`src/scs_regs.vh`:
```
// register offsets, fields and timing counts of the clock switch sequencer
`ifndef SCS_REGS_VH
`define SCS_REGS_VH

`define SCS_OFF_CTRL        12'h000
`define SCS_OFF_CFG         12'h008
`define SCS_OFF_IRQ_EN      12'h018
`define SCS_OFF_IRQ_STAT    12'h01C
`define SCS_OFF_CHG_CMD     12'h020
`define SCS_OFF_RADIO       12'h060
`define SCS_OFF_IRQ_CLR     12'h024

// control register fields
`define SCS_CTRL_PLL_RDY    13
`define SCS_CTRL_PLL_ON     12
`define SCS_CTRL_XTAL_EN    16
`define SCS_CTRL_XTAL_RDY   17

// configuration register fields
`define SCS_CFG_SEL_BIT     1
`define SCS_CFG_STOP_BIT    2
`define SCS_CFG_DIV_LSB     5
`define SCS_CFG_DIV_MSB     7

// change command register fields
`define SCS_CMD_REQ_BIT     0
`define SCS_CMD_DIV_LSB     1
`define SCS_CMD_DIV_MSB     3
`define SCS_CMD_ST_LSB      4
`define SCS_CMD_ST_MSB      5
`define SCS_CMD_IE_BIT      6
`define SCS_CMD_DONE_BIT    7

// status / enable bit positions
`define SCS_EV_XTAL_RDY     3
`define SCS_EV_PLL_RDY      4
`define SCS_EV_UNLOCK       5
`define SCS_EV_DONE         6

// divider codes: 0 = 64 MHz, 1 = 32 MHz, 2 = 16 MHz, >2 slower
`define SCS_DIV_64M         3'h0
`define SCS_DIV_16M         3'h2
`define SCS_DIV_RESET       3'h1

// clock path codes
`define SCS_PATH_RC         2'h0
`define SCS_PATH_PLL        2'h1
`define SCS_PATH_XTAL       2'h2

// switch-over time in cycles
`define SCS_SWITCH_CYCLES   3'h4

`endif

```
`src/scs_clock_switch.v`:
```
// fast clock tree switch sequencer with apb registers
//
// Decided for this implementation: the APB interface to the registers and the placing of the registers.
`timescale 1ns/1ns
`include "scs_regs.vh"

// Functional notes
// [RL1] software enables crystal, waits ready, requests pll, waits pll ready
// [RL2] once pll ready, fast clock tree runs from the pll output
// [RL3] pll unlock sets a status flag with an enableable interrupt
// [RL4] static mode runs the fast tree directly from the crystal
// [RL5] software sets divider below 64 MHz and waits crystal ready first
// [RL6] crystal select moves the tree to crystal in about four cycles
// [RL7] in crystal mode the stop bit powers down the rc oscillator and pll
// [RL8] crystal loss or 64 MHz divider restarts rc/pll and switches back
// [RL9] crystal enable survives deep-stop; tree resumes on the internal source
// [RL10] software returns to internal source before deep-stop, reprograms after
// [RL11] software avoids source switches once radio wakeup has begun
// [RL12] with radio clock on, frequency changes only via change request
// [RL13] software keeps the target frequency at or above the radio clock
// [RL14] software writes requested divider then sets the request bit
// [RL15] on completion set done flag, interrupt if enabled, new frequency
// [RL16] completion updates the system divider field to the new value
// [RL17] requests below 16 MHz run and report 16 MHz instead
// [RL18] a 16 MHz request with radio at 32 MHz is still applied
module scs_clock_switch (
    // clock and reset
    input  wire        clk_in,
    input  wire        rst_n_in,
    // apb slave
    input  wire        psel_in,
    input  wire        penable_in,
    input  wire        pwrite_in,
    input  wire [11:0] paddr_in,
    input  wire [31:0] pwdata_in,
    output reg  [31:0] prdata_out,
    output reg         pready_out,
    output reg         pslverr_out,
    // analog status
    input  wire        crystal_ready_in,
    input  wire        pll_ready_in,
    input  wire        pll_lock_in,
    input  wire        deep_stop_wake_in,
    // analog controls and clock tree
    output reg         crystal_enable_out,
    output reg         internal_osc_pll_on_out,
    output reg         pll_enable_out,
    output reg  [1:0]  clock_path_out,
    output reg  [2:0]  sys_clock_divider_out,
    output reg         radio_clock_enable_out,
    output reg  [1:0]  radio_clock_divider_out,
    // interrupt
    output reg         irq_out
);

//------------------------------------------------------------
// states of the path switch
//------------------------------------------------------------
localparam [3:0] ST_RC   = 4'h1;
localparam [3:0] ST_PLL  = 4'h2;
localparam [3:0] ST_SWX  = 4'h4;
localparam [3:0] ST_XTAL = 4'h8;

//------------------------------------------------------------
// registers
//------------------------------------------------------------
reg        xtal_en_reg;
reg        pll_on_reg;
reg        xtal_sel_reg;
reg        osc_stop_reg;
reg [2:0]  div_reg;
reg [2:0]  req_div_reg;
reg        req_reg;
reg [1:0]  req_stage_reg;
reg        done_ie_reg;
reg [6:0]  ev_en_reg;
reg [6:0]  ev_stat_reg;
reg        radio_en_reg;
reg [1:0]  radio_div_reg;
reg [3:0]  state_reg;
reg [3:0]  state_next;
reg [2:0]  sw_cnt_reg;
reg        xtal_rdy_d_reg;
reg        pll_rdy_d_reg;
reg        lock_d_reg;

//------------------------------------------------------------
// apb decode
//------------------------------------------------------------
wire       wr    = psel_in & penable_in & pwrite_in & pready_out;
wire       known = (paddr_in == `SCS_OFF_CTRL)   ||
                   (paddr_in == `SCS_OFF_CFG)    ||
                   (paddr_in == `SCS_OFF_IRQ_EN) ||
                   (paddr_in == `SCS_OFF_IRQ_STAT) ||
                   (paddr_in == `SCS_OFF_IRQ_CLR) ||
                   (paddr_in == `SCS_OFF_CHG_CMD) ||
                   (paddr_in == `SCS_OFF_RADIO);
wire       wr_ctrl  = wr & (paddr_in == `SCS_OFF_CTRL);
wire       wr_cfg   = wr & (paddr_in == `SCS_OFF_CFG);
wire       wr_ien   = wr & (paddr_in == `SCS_OFF_IRQ_EN);
wire       wr_clr   = wr & (paddr_in == `SCS_OFF_IRQ_CLR);
wire       wr_cmd   = wr & (paddr_in == `SCS_OFF_CHG_CMD);
wire       wr_radio = wr & (paddr_in == `SCS_OFF_RADIO);

// clamp slow requests to 16 MHz
wire [2:0] req_eff = (req_div_reg > `SCS_DIV_16M) ? `SCS_DIV_16M
                                                   : req_div_reg; // RL17 RL18

// events (ready rising edges, pll lock falling edge, request done)
wire       ev_xtal   = crystal_ready_in & ~xtal_rdy_d_reg;
wire       ev_pll    = pll_ready_in & ~pll_rdy_d_reg;
wire       ev_unlock = ~pll_lock_in & lock_d_reg & pll_on_reg; // RL3
wire       ev_done   = req_reg & (req_stage_reg == 2'h3);

// fallback: crystal lost or 64 MHz wanted
wire       fallback  = ~crystal_ready_in |
                       (div_reg == `SCS_DIV_64M); // RL8

wire [6:0] ev_set;
assign ev_set = {ev_done, ev_unlock, ev_pll, ev_xtal, 3'h0};

//------------------------------------------------------------
// path state machine
//------------------------------------------------------------
always @* begin
    state_next = state_reg;
    case (state_reg)
        ST_RC: begin
            if (xtal_sel_reg && !fallback)
                state_next = ST_SWX; // RL4 RL6
            else if (pll_on_reg && pll_ready_in)
                state_next = ST_PLL; // RL2
        end
        ST_PLL: begin
            if (xtal_sel_reg && !fallback)
                state_next = ST_SWX;
            else if (!pll_on_reg || !pll_ready_in)
                state_next = ST_RC;
        end
        ST_SWX: begin
            if (!xtal_sel_reg || fallback)
                state_next = ST_RC; // RL8
            else if (sw_cnt_reg == `SCS_SWITCH_CYCLES - 3'h1)
                state_next = ST_XTAL; // RL6
        end
        ST_XTAL: begin
            if (!xtal_sel_reg || fallback)
                state_next = ST_RC; // RL8
        end
        default: state_next = ST_RC;
    endcase
end

//------------------------------------------------------------
// sequential logic
//------------------------------------------------------------
always @(posedge clk_in or negedge rst_n_in) begin
    if (!rst_n_in) begin
        xtal_en_reg    <= 1'b0;
        pll_on_reg     <= 1'b0;
        xtal_sel_reg   <= 1'b0;
        osc_stop_reg   <= 1'b0;
        div_reg        <= `SCS_DIV_RESET;
        req_div_reg    <= 3'h0;
        req_reg        <= 1'b0;
        req_stage_reg  <= 2'h0;
        done_ie_reg    <= 1'b0;
        ev_en_reg      <= 7'h00;
        ev_stat_reg    <= 7'h00;
        radio_en_reg   <= 1'b0;
        radio_div_reg  <= 2'h1;
        state_reg      <= ST_RC;
        sw_cnt_reg     <= 3'h0;
        xtal_rdy_d_reg <= 1'b0;
        pll_rdy_d_reg  <= 1'b0;
        lock_d_reg     <= 1'b0;
    end else begin
        xtal_rdy_d_reg <= crystal_ready_in;
        pll_rdy_d_reg  <= pll_ready_in;
        lock_d_reg     <= pll_lock_in;
        state_reg      <= state_next;
        sw_cnt_reg     <= (state_reg == ST_SWX) ? sw_cnt_reg + 3'h1 : 3'h0;
        if (wr_ctrl) begin
            xtal_en_reg <= pwdata_in[`SCS_CTRL_XTAL_EN];
            pll_on_reg  <= pwdata_in[`SCS_CTRL_PLL_ON];
        end
        // deep-stop wake: crystal enable kept, select dropped
        if (deep_stop_wake_in) begin
            xtal_sel_reg <= 1'b0; // RL9
            osc_stop_reg <= 1'b0;
        end else if (wr_cfg) begin
            xtal_sel_reg <= pwdata_in[`SCS_CFG_SEL_BIT];
            osc_stop_reg <= pwdata_in[`SCS_CFG_STOP_BIT];
        end else if (fallback && xtal_sel_reg) begin
            xtal_sel_reg <= 1'b0; // RL8
            osc_stop_reg <= 1'b0;
        end
        // direct divider writes ignored while radio is clocked
        if (ev_done)
            div_reg <= req_eff; // RL16 RL17
        else if (wr_cfg && !radio_en_reg)
            div_reg <= pwdata_in[`SCS_CFG_DIV_MSB:`SCS_CFG_DIV_LSB]; // RL12
        if (wr_cmd) begin
            req_div_reg <= pwdata_in[`SCS_CMD_DIV_MSB:`SCS_CMD_DIV_LSB];
            done_ie_reg <= pwdata_in[`SCS_CMD_IE_BIT];
        end
        // short settle so radio bus accesses drain before the switch
        if (ev_done) begin
            req_reg       <= 1'b0;
            req_stage_reg <= 2'h0;
        end else if (req_reg) begin
            req_stage_reg <= req_stage_reg + 2'h1; // RL12
        end else if (wr_cmd && pwdata_in[`SCS_CMD_REQ_BIT]) begin
            req_reg <= 1'b1;
        end
        if (wr_ien)
            ev_en_reg <= pwdata_in[6:0];
        if (wr_radio) begin
            radio_en_reg  <= pwdata_in[0];
            radio_div_reg <= pwdata_in[2:1];
        end
        // set wins over clear
        ev_stat_reg <= (ev_stat_reg & ~(wr_clr ? pwdata_in[6:0] : 7'h00))
                       | ev_set; // RL15
    end
end

//------------------------------------------------------------
// outputs and read data
//------------------------------------------------------------
always @(posedge clk_in or negedge rst_n_in) begin
    if (!rst_n_in) begin
        prdata_out              <= 32'h0000_0000;
        pready_out              <= 1'b0;
        pslverr_out             <= 1'b0;
        crystal_enable_out      <= 1'b0;
        internal_osc_pll_on_out <= 1'b1;
        pll_enable_out          <= 1'b0;
        clock_path_out          <= `SCS_PATH_RC;
        sys_clock_divider_out   <= `SCS_DIV_RESET;
        radio_clock_enable_out  <= 1'b0;
        radio_clock_divider_out <= 2'h1;
        irq_out                 <= 1'b0;
    end else begin
        // one wait state: answer in the second access cycle
        pready_out  <= psel_in & penable_in & ~pready_out;
        pslverr_out <= psel_in & penable_in & ~pready_out & ~known;
        prdata_out  <= 32'h0000_0000;
        if (psel_in && penable_in && !pready_out && !pwrite_in) begin
            case (paddr_in)
                `SCS_OFF_CTRL: begin
                    prdata_out[`SCS_CTRL_XTAL_RDY] <= crystal_ready_in;
                    prdata_out[`SCS_CTRL_XTAL_EN]  <= xtal_en_reg;
                    prdata_out[`SCS_CTRL_PLL_RDY]  <= pll_ready_in;
                    prdata_out[`SCS_CTRL_PLL_ON]   <= pll_on_reg;
                end
                `SCS_OFF_CFG: begin
                    prdata_out[`SCS_CFG_DIV_MSB:`SCS_CFG_DIV_LSB] <= div_reg;
                    prdata_out[`SCS_CFG_STOP_BIT] <= osc_stop_reg;
                    prdata_out[`SCS_CFG_SEL_BIT]  <= xtal_sel_reg;
                end
                `SCS_OFF_IRQ_EN:   prdata_out[6:0] <= ev_en_reg;
                `SCS_OFF_IRQ_STAT: prdata_out[6:0] <= ev_stat_reg;
                `SCS_OFF_CHG_CMD: begin
                    prdata_out[`SCS_CMD_DONE_BIT] <= ev_stat_reg[`SCS_EV_DONE];
                    prdata_out[`SCS_CMD_IE_BIT]   <= done_ie_reg;
                    prdata_out[`SCS_CMD_ST_MSB:`SCS_CMD_ST_LSB] <=
                        req_stage_reg;
                    prdata_out[`SCS_CMD_DIV_MSB:`SCS_CMD_DIV_LSB] <=
                        req_div_reg;
                    prdata_out[`SCS_CMD_REQ_BIT]  <= req_reg;
                end
                `SCS_OFF_RADIO:
                    prdata_out[2:0] <= {radio_div_reg, radio_en_reg};
                default: prdata_out <= 32'h0000_0000;
            endcase
        end
        crystal_enable_out      <= xtal_en_reg; // RL9
        // stop only honoured while tree is on the crystal
        internal_osc_pll_on_out <= ~(osc_stop_reg &
                                     (state_reg == ST_XTAL) &
                                     ~fallback); // RL7 RL8
        pll_enable_out          <= pll_on_reg & ~(osc_stop_reg &
                                     (state_reg == ST_XTAL));
        case (state_reg)
            ST_PLL:  clock_path_out <= `SCS_PATH_PLL; // RL2
            ST_XTAL: clock_path_out <= `SCS_PATH_XTAL; // RL4
            default: clock_path_out <= `SCS_PATH_RC;
        endcase
        sys_clock_divider_out   <= div_reg;
        radio_clock_enable_out  <= radio_en_reg;
        radio_clock_divider_out <= radio_div_reg;
        irq_out <= |(ev_stat_reg & ev_en_reg) |
                   (ev_stat_reg[`SCS_EV_DONE] & done_ie_reg); // RL3 RL15
    end
end

endmodule // scs_clock_switch

```
`config.mk`:
```
export PLATFORM = sky130hd
export DESIGN_NAME = scs_clock_switch
export DESIGN_NICKNAME = d
export VERILOG_FILES = /design/src/scs_clock_switch.v
export VERILOG_INCLUDE_DIRS = /design/src /design/src/src
export SDC_FILE = /design/constraint.sdc
export NUM_CORES = 1
export LEC_CHECK = 0
export BUFFER_PORTS_ARGS = -buffer_cell sky130_fd_sc_hd__buf_2
export CORE_ASPECT_RATIO = 0.6
export CORE_MARGIN = 2
export CORE_UTILIZATION = 50
export DETAILED_ROUTE_END_ITERATION = 10
export PLACE_DENSITY = 0.77
export REMOVE_ABC_BUFFERS = 1
export SKIP_LAST_GASP = 1
export SLEW_MARGIN = 10
export SYNTH_ARGS = -nofsm -noshare
export SYNTH_HDL_FRONTEND = slang
export SYNTH_SLANG_ARGS = --single-unit
```
`constraint.sdc`:
```
create_clock -name clk_in -period 1.85 [get_ports clk_in]
set_input_delay 0.37 -clock clk_in [delete_from_list [all_inputs] [get_ports clk_in]]
set_output_delay 0.37 -clock clk_in [all_outputs]
set_load 0.01 [all_outputs]
```
==> results of run 1 <==
==> layer usage <==
| metal | up-vias | part of all wire |
|---|---|---|
| li1 | 1080 | - |
| met5 | - | 0 |
| met1 | 1181 | 0.46 |
| met2 | 91 | 0.45 |
| met3 | 8 | 0.079 |
| met4 | 0 | 0.010 |
==> final timing paths <==
kind | to | startpoint | slack, ps | cells past startpoint
max | radio_en_reg | paddr_in[9] | 220 | 5
min | prdata_out[6] | rst_n_in | 30 | 2
max reg2reg | req_div_reg[0] | pready_out | 230 | 4
min reg2reg | radio_clock_divider_out[0] | radio_div_reg[0] | 370 | 0
max in group asynchronous | radio_div_reg[0] | rst_n_in | 1500 | 2
min in group clk_in | lock_d_reg | pll_lock_in | 140 | 1
==> area by class of cell <==
type / count / area [sq um] / area share
clock buffers: 12 / 145 / 0.0390
clock inverters: 4 / 97.6 / 0.0262
inverters: 10 / 37.5 / 0.0101
multi-input cells: 180 / 1220 / 0.329
flip-flops and latches: 67 / 1680 / 0.453
well taps: 84 / 105 / 0.0283
repair buffers: 74 / 428 / 0.115
==> logic make-up after synthesis <==
group,after synthesis
flip-flops,67
adder cells (fa/ha/maj),3
buffers and inverters,38
other,1
AO/OA/AOI/OAI,57
multiplexers,21
AND/OR/NAND/NOR,78
XOR/XNOR,1
==> critical path, cell delays in order <==
cell and delay (ps):
buf_2 110, or4_1 560, nor2_2 150, and4_1 310, mux2_2 360
==> report_power, final <==
part	switching (uW)	internal (uW)	total [uW]
clock network	536	933	1470
logic	104	53.5	157
registers	2.67	1470	1470
total	642	2460	3100
==> cells in the final DEF, fill, tap and decap left out, types with 3 or more instances in the layout <==
cell type	instances
a21boi_0	5
a21o_1	3
a21oi_1	12
a22oi_1	7
a31oi_1	5
and2_1	5
buf_2	56
buf_4	17
bufinv_16	3
clkbuf_8	10
conb_1	20
dfrtp_1	61
dfstp_2	6
ha_1	3
inv_1	10
mux2_2	13
mux2_4	7
nand2_1	7
nand3_1	15
nand4_1	4
nor2_1	15
nor2b_1	4
nor3_1	7
o21ai_0	9
o31ai_1	4
==> stage by stage <==
| step | std cells | TNS, ps | worst slack (ps) |
|---|---|---|---|
| 6_report | 431 | 0 | 218 |
| 5_1_grt | 431 | 0 | 149 |
| 4_1_cts | 431 | 0 | 224 |
| 3_5_place_dp | 415 | -571 | -118 |
| 3_3_place_gp | 415 | -428 | -90.8 |
| 2_1_floorplan | 257 | 0 | 83.7 |
==> qor.yml, run 1 <==
status:
  status: "complete, no violations"
timing:
  timing.final.crit_share: 0.882
  finalHoldViolations: 0
  fin_worst_skew_ps: 10.7
  setup_viol: 0
  hold_slack_ps: 26.9
  fin_crit_ps: 1630
  rsz_0062_raised_after_global_routing: "no"
  timing.final.max_slew_violations: 0
  timing.fmax_ghz: 0.613
yosys:
  synthesis.area_sq_um: 3090
  synth_edf_count: 0
  synthAdderAreaFrac: 0.0121
  synth.top_cells.by_area: "dfrtp_1 (49%), buf_4 (5.3%), dfstp_2 (5.1%), mux2_2 (4.7%), mux2_4 (3.4%)"
  yosysWarnings: 0
  yosysUniqueCellTypes: 53
  ys_seq_elements: 67
  post_synth_and_or_nand_nor_area_fraction: 0.147
  synth_cells: 266
  synth_largest_area_cell: "dfrtp_1"
  yosys.area_share.xor_xnor: 0.00283
  dominant_combinational_cell_family_by_area_after_synthesis: "simple AND/OR/NAND/NOR gates"
  synth_mux_area_frac: 0.0845
  synth_compound_area_frac: 0.125
  synth-async-reset-ratio: 1.00
  count_leader_synth: "dfrtp_1"
  synth_area_per_cell_sq_um: 11.6
  netlist_top_cells_count: "dfrtp_1 (61), buf_4 (22), nand3_1 (15), nor2_1 (15), mux2_2 (13)"
  synth_top_cell_area_share: 0.494
  post_synthesis_sequential_area_ratio: 0.544
  dominant_synthesized_flop_cell: "dfrtp_1"
clocking:
  clock-sinks: 67
  postCtsSetupBuffers: 0
  path_clk_slew_ps: 70
  cts-root-to-sink-buffers: 2
  post_cts_resize_count: 0
  postCtsHoldBufs: 0
  clk-insertion-delay-late_ps: 350
  clock_tree.htree_level_count: 3
  tritoncts_clock_tree: "yes"
  numCtsBuffers: 9
  cts_root_buffer: "clkbuf_8"
detailed_routing:
  route.final.wire_length_microns: 6880
  drt_iter0_drc: 138
  dr.pass1.iters: 5
  avgViaCountPerCell: 5.48
  vias: 2360
  ant_nets: 0
  remaining_drc_errors: 0
  post_drt_wl_per_cell_microns: 16.0
power:
  final_power_uw: 3100
  p_per_area_nw_per_um2: 833
  power.ir.vdd_worst_v: 0.000435
  power_leakage_uw: 0.00182
setup_path:
  critPathArrivalTime_ps: 1860
  cp_max_fo: 3
  worstSetupStartpointType: "primary input"
  crit_path_end_kind: "flop"
  crit_required_ps: 2080
  crit_type: "primary input to flop"
grt:
  use_met3: 0.0775
  largest_net_degree_at_the_start_of_global_routing: 68
  number_of_antenna_violations_at_the_first_check_in_global_routing: 0
  grt_pass1_wl_microns: 11400
  global_route.usage.total: 0.222
  globalRouteOverflowTotal: 0
  grt.busiest_layer: "met2"
  number_of_global_route_vias_before_repair: 2256
  met2_usage: 0.326
  met1_usage_in_global_routing: 0.316
die:
  initial_utilization: 0.511
  floorplan.die.width_microns: 106
  count_of_boundary_i_o_pins: 99
  chipHeight_microns: 64.9
  placement_rows: 22
  core_sq_um: 6060
  fp.dieArea_sq_um: 6850
place:
  buffer_ports.inserted: 56
  placed_area_sq_um: 3480
  place.gp.congestion: 0.928
  detailed_placement_hpwl_microns: 5080
finish:
  largest_register_ff_count: 12
  syn_to_final_growth_pct: 20.3
  antenna_cells_inserted: 0
  nNetsFinal: 398
  layout.core_utilization: 0.614
  fin_area_sq_um: 3720
  layout-drive-gt1-share: 0.346
  n_fill_cell: 506
worst_hold_path:
  hold_path.class: "primary input to asynchronous set/reset pin"
run:
  drv.max_cap_violation_count: 0
(Power assumes the default switching activity.)
==> run 2: changes to the inputs <==
CORE_UTILIZATION = 25   (was 50)
PLACE_DENSITY = 0.43   (was 0.77)
==> run 2 against run 1 <==
Net effect:
- combinational power increased by 3%
- first-iteration DRC count rose by 9.4%
- fmax is 3.3% lower
- flip-flop and latch count unchanged
- critical path depth unchanged
- worst hold slack better by 130 ps
- utilization shrank 29 points
- final cell count grew 20%
- non-clock buffer count up 5
- count of clock-buffer cells in the layout grew 3
- critical endpoint is now done_ie_reg
==> qor.yml, run 2 (same netlist as run 1, synthesis figures left out) <==
finish:
  final_common_cell: "dfrtp_1"
  syn_to_final_growth_pct: 25.9
  multi_input_comb_area_sq_um: 1220
  fin_area_sq_um: 3890
  n_fill_cell: 1273
  layout-drive-gt1-share: 0.347
  nNetsFinal: 403
  final_cell_mix: "dfrtp_1 (61), buf_2 (56), buf_4 (21), conb_1 (20)"
  layout.core_utilization: 0.323
  antenna_cells_inserted: 0
  largest_register_ff_count: 12
  seq_area_sq_um: 1680
timing:
  timing.final.crit_share: 0.912
  finalHoldViolations: 0
  fin_worst_skew_ps: 5.44
  timing.fmax_ghz: 0.593
  fin_ws_ps: 162
  timing.final.max_slew_violations: 0
  setup_viol: 0
  fin_crit_ps: 1690
  hold_slack_ps: 160
  rsz_0062_raised_after_global_routing: "no"
power:
  p_per_area_nw_per_um2: 827
  power_leakage_uw: 0.00186
  power.ir.vdd_worst_v: 0.000411
run:
  drv.max_cap_violation_count: 0
die:
  floorplan.die.width_microns: 148
  chipHeight_microns: 90.2
  core_sq_um: 12100
  initial_utilization: 0.256
  fp.dieArea_sq_um: 13300
  placement_rows: 31
  count_of_boundary_i_o_pins: 99
setup_path:
  crit_path_end_kind: "flop"
  worst_setup_path_startpoint: "pready_out"
  critPathArrivalTime_ps: 1900
  crit_required_ps: 2060
  ff2ff_path_depth: 5
  worst-r2r-setup-slack_ps: 160
  crit_type: "flop to flop"
  cp_max_fo: 5
  crit-reg2reg-capture: "done_ie_reg"
  worst_r2r_startpoint: "pready_out"
  worstSetupStartpointType: "flop"
detailed_routing:
  route.final.wire_length_microns: 8080
  vias: 2285
  dr.pass1.iters: 4
  post_drt_wl_per_cell_microns: 15.6
  remaining_drc_errors: 0
  avgViaCountPerCell: 4.42
  ant_nets: 0
  drt_iter0_drc: 151
place:
  detailed_placement_hpwl_microns: 6100
  buffer_ports.inserted: 56
  dp_worst_setup_slack_ps: -162
  place.gp.congestion: 0.800
  placed_area_sq_um: 3610
clocking:
  tritoncts_clock_tree: "yes"
  cts-root-to-sink-buffers: 2
  cts_root_buffer: "clkbuf_16"
  clock_tree.htree_level_count: 3
  clock-sinks: 67
  post_cts_resize_count: 0
  numCtsBuffers: 9
  clk-insertion-delay-late_ps: 330
  path_clk_slew_ps: 50
worst_hold_path:
  start_point_of_the_worst_min_delay_path: "pll_lock_in"
  min_to: "lock_d_reg"
  hold_path.class: "primary input to flop"
  hold_depth: 1
grt:
  number_of_antenna_violations_at_the_first_check_in_global_routing: 0
  largest_net_degree_at_the_start_of_global_routing: 54
  number_of_global_route_vias_before_repair: 2240
  global_route.usage.total: 0.127
  grt_pass1_wl_microns: 12700
  globalRouteOverflowTotal: 0
status:
  status: "complete, no violations"
## run 2: area by class of cell
class | count | share of cell area
multi-input cells | 180 | 0.314
flip-flops and latches | 67 | 0.433
clock inverters | 1 | 0.00193
clock buffers | 15 | 0.0688
repair buffers | 79 | 0.120
inverters | 10 | 0.00964
well taps | 165 | 0.0530
## run 2: worst max path at each step
stage                             to  slack, ps  cells after the start
global placement      req_div_reg[2]       -180                      6
global route          req_div_reg[2]         30                      6
detailed placement       done_ie_reg       -160                      6
floorplan           radio_div_reg[1]         80                      4
finish                   done_ie_reg        160                      5
CTS                      done_ie_reg        160                      5
## run 2: timing repair
| action | in CTS | in global routing |
|---|---|---|
| hold buffers | 1 | 0 |
| setup endpoints to repair | 0 | 0 |
| buffers inserted | 0 | 0 |
| endpoints found under the hold margin | 13 | 0 |
## run 2: metal layers
layer	up-vias	GRT usage	routed length, microns
met5	-	0	0
met4	0	0.0361	80
met3	9	0.0426	525
met2	66	0.162	3230
met1	1116	0.198	4250
li1	1094	-	-
## run 2: where the power goes
group | internal, uW | total [uW] | switching (uW)
combinational | 54.8 | 162 | 107
sequential | 1470 | 1480 | 2.59
clock | 982 | 1580 | 601
## run 2: critical path, cell delays in order (launching register included)
cell	delay [ps]
dfrtp_1	390
and4_1	240
and3_1	210
and2_1	250
buf_4	160
mux2_2	320
## run 2: per-stage QoR
stage	cells	power, uW	setup TNS [ps]
floorplan	257	1550	0
detailed placement	500	1660	-964
global route	517	3340	0
CTS	517	3270	0
global placement	500	1660	-1020
finish	517	3220	0
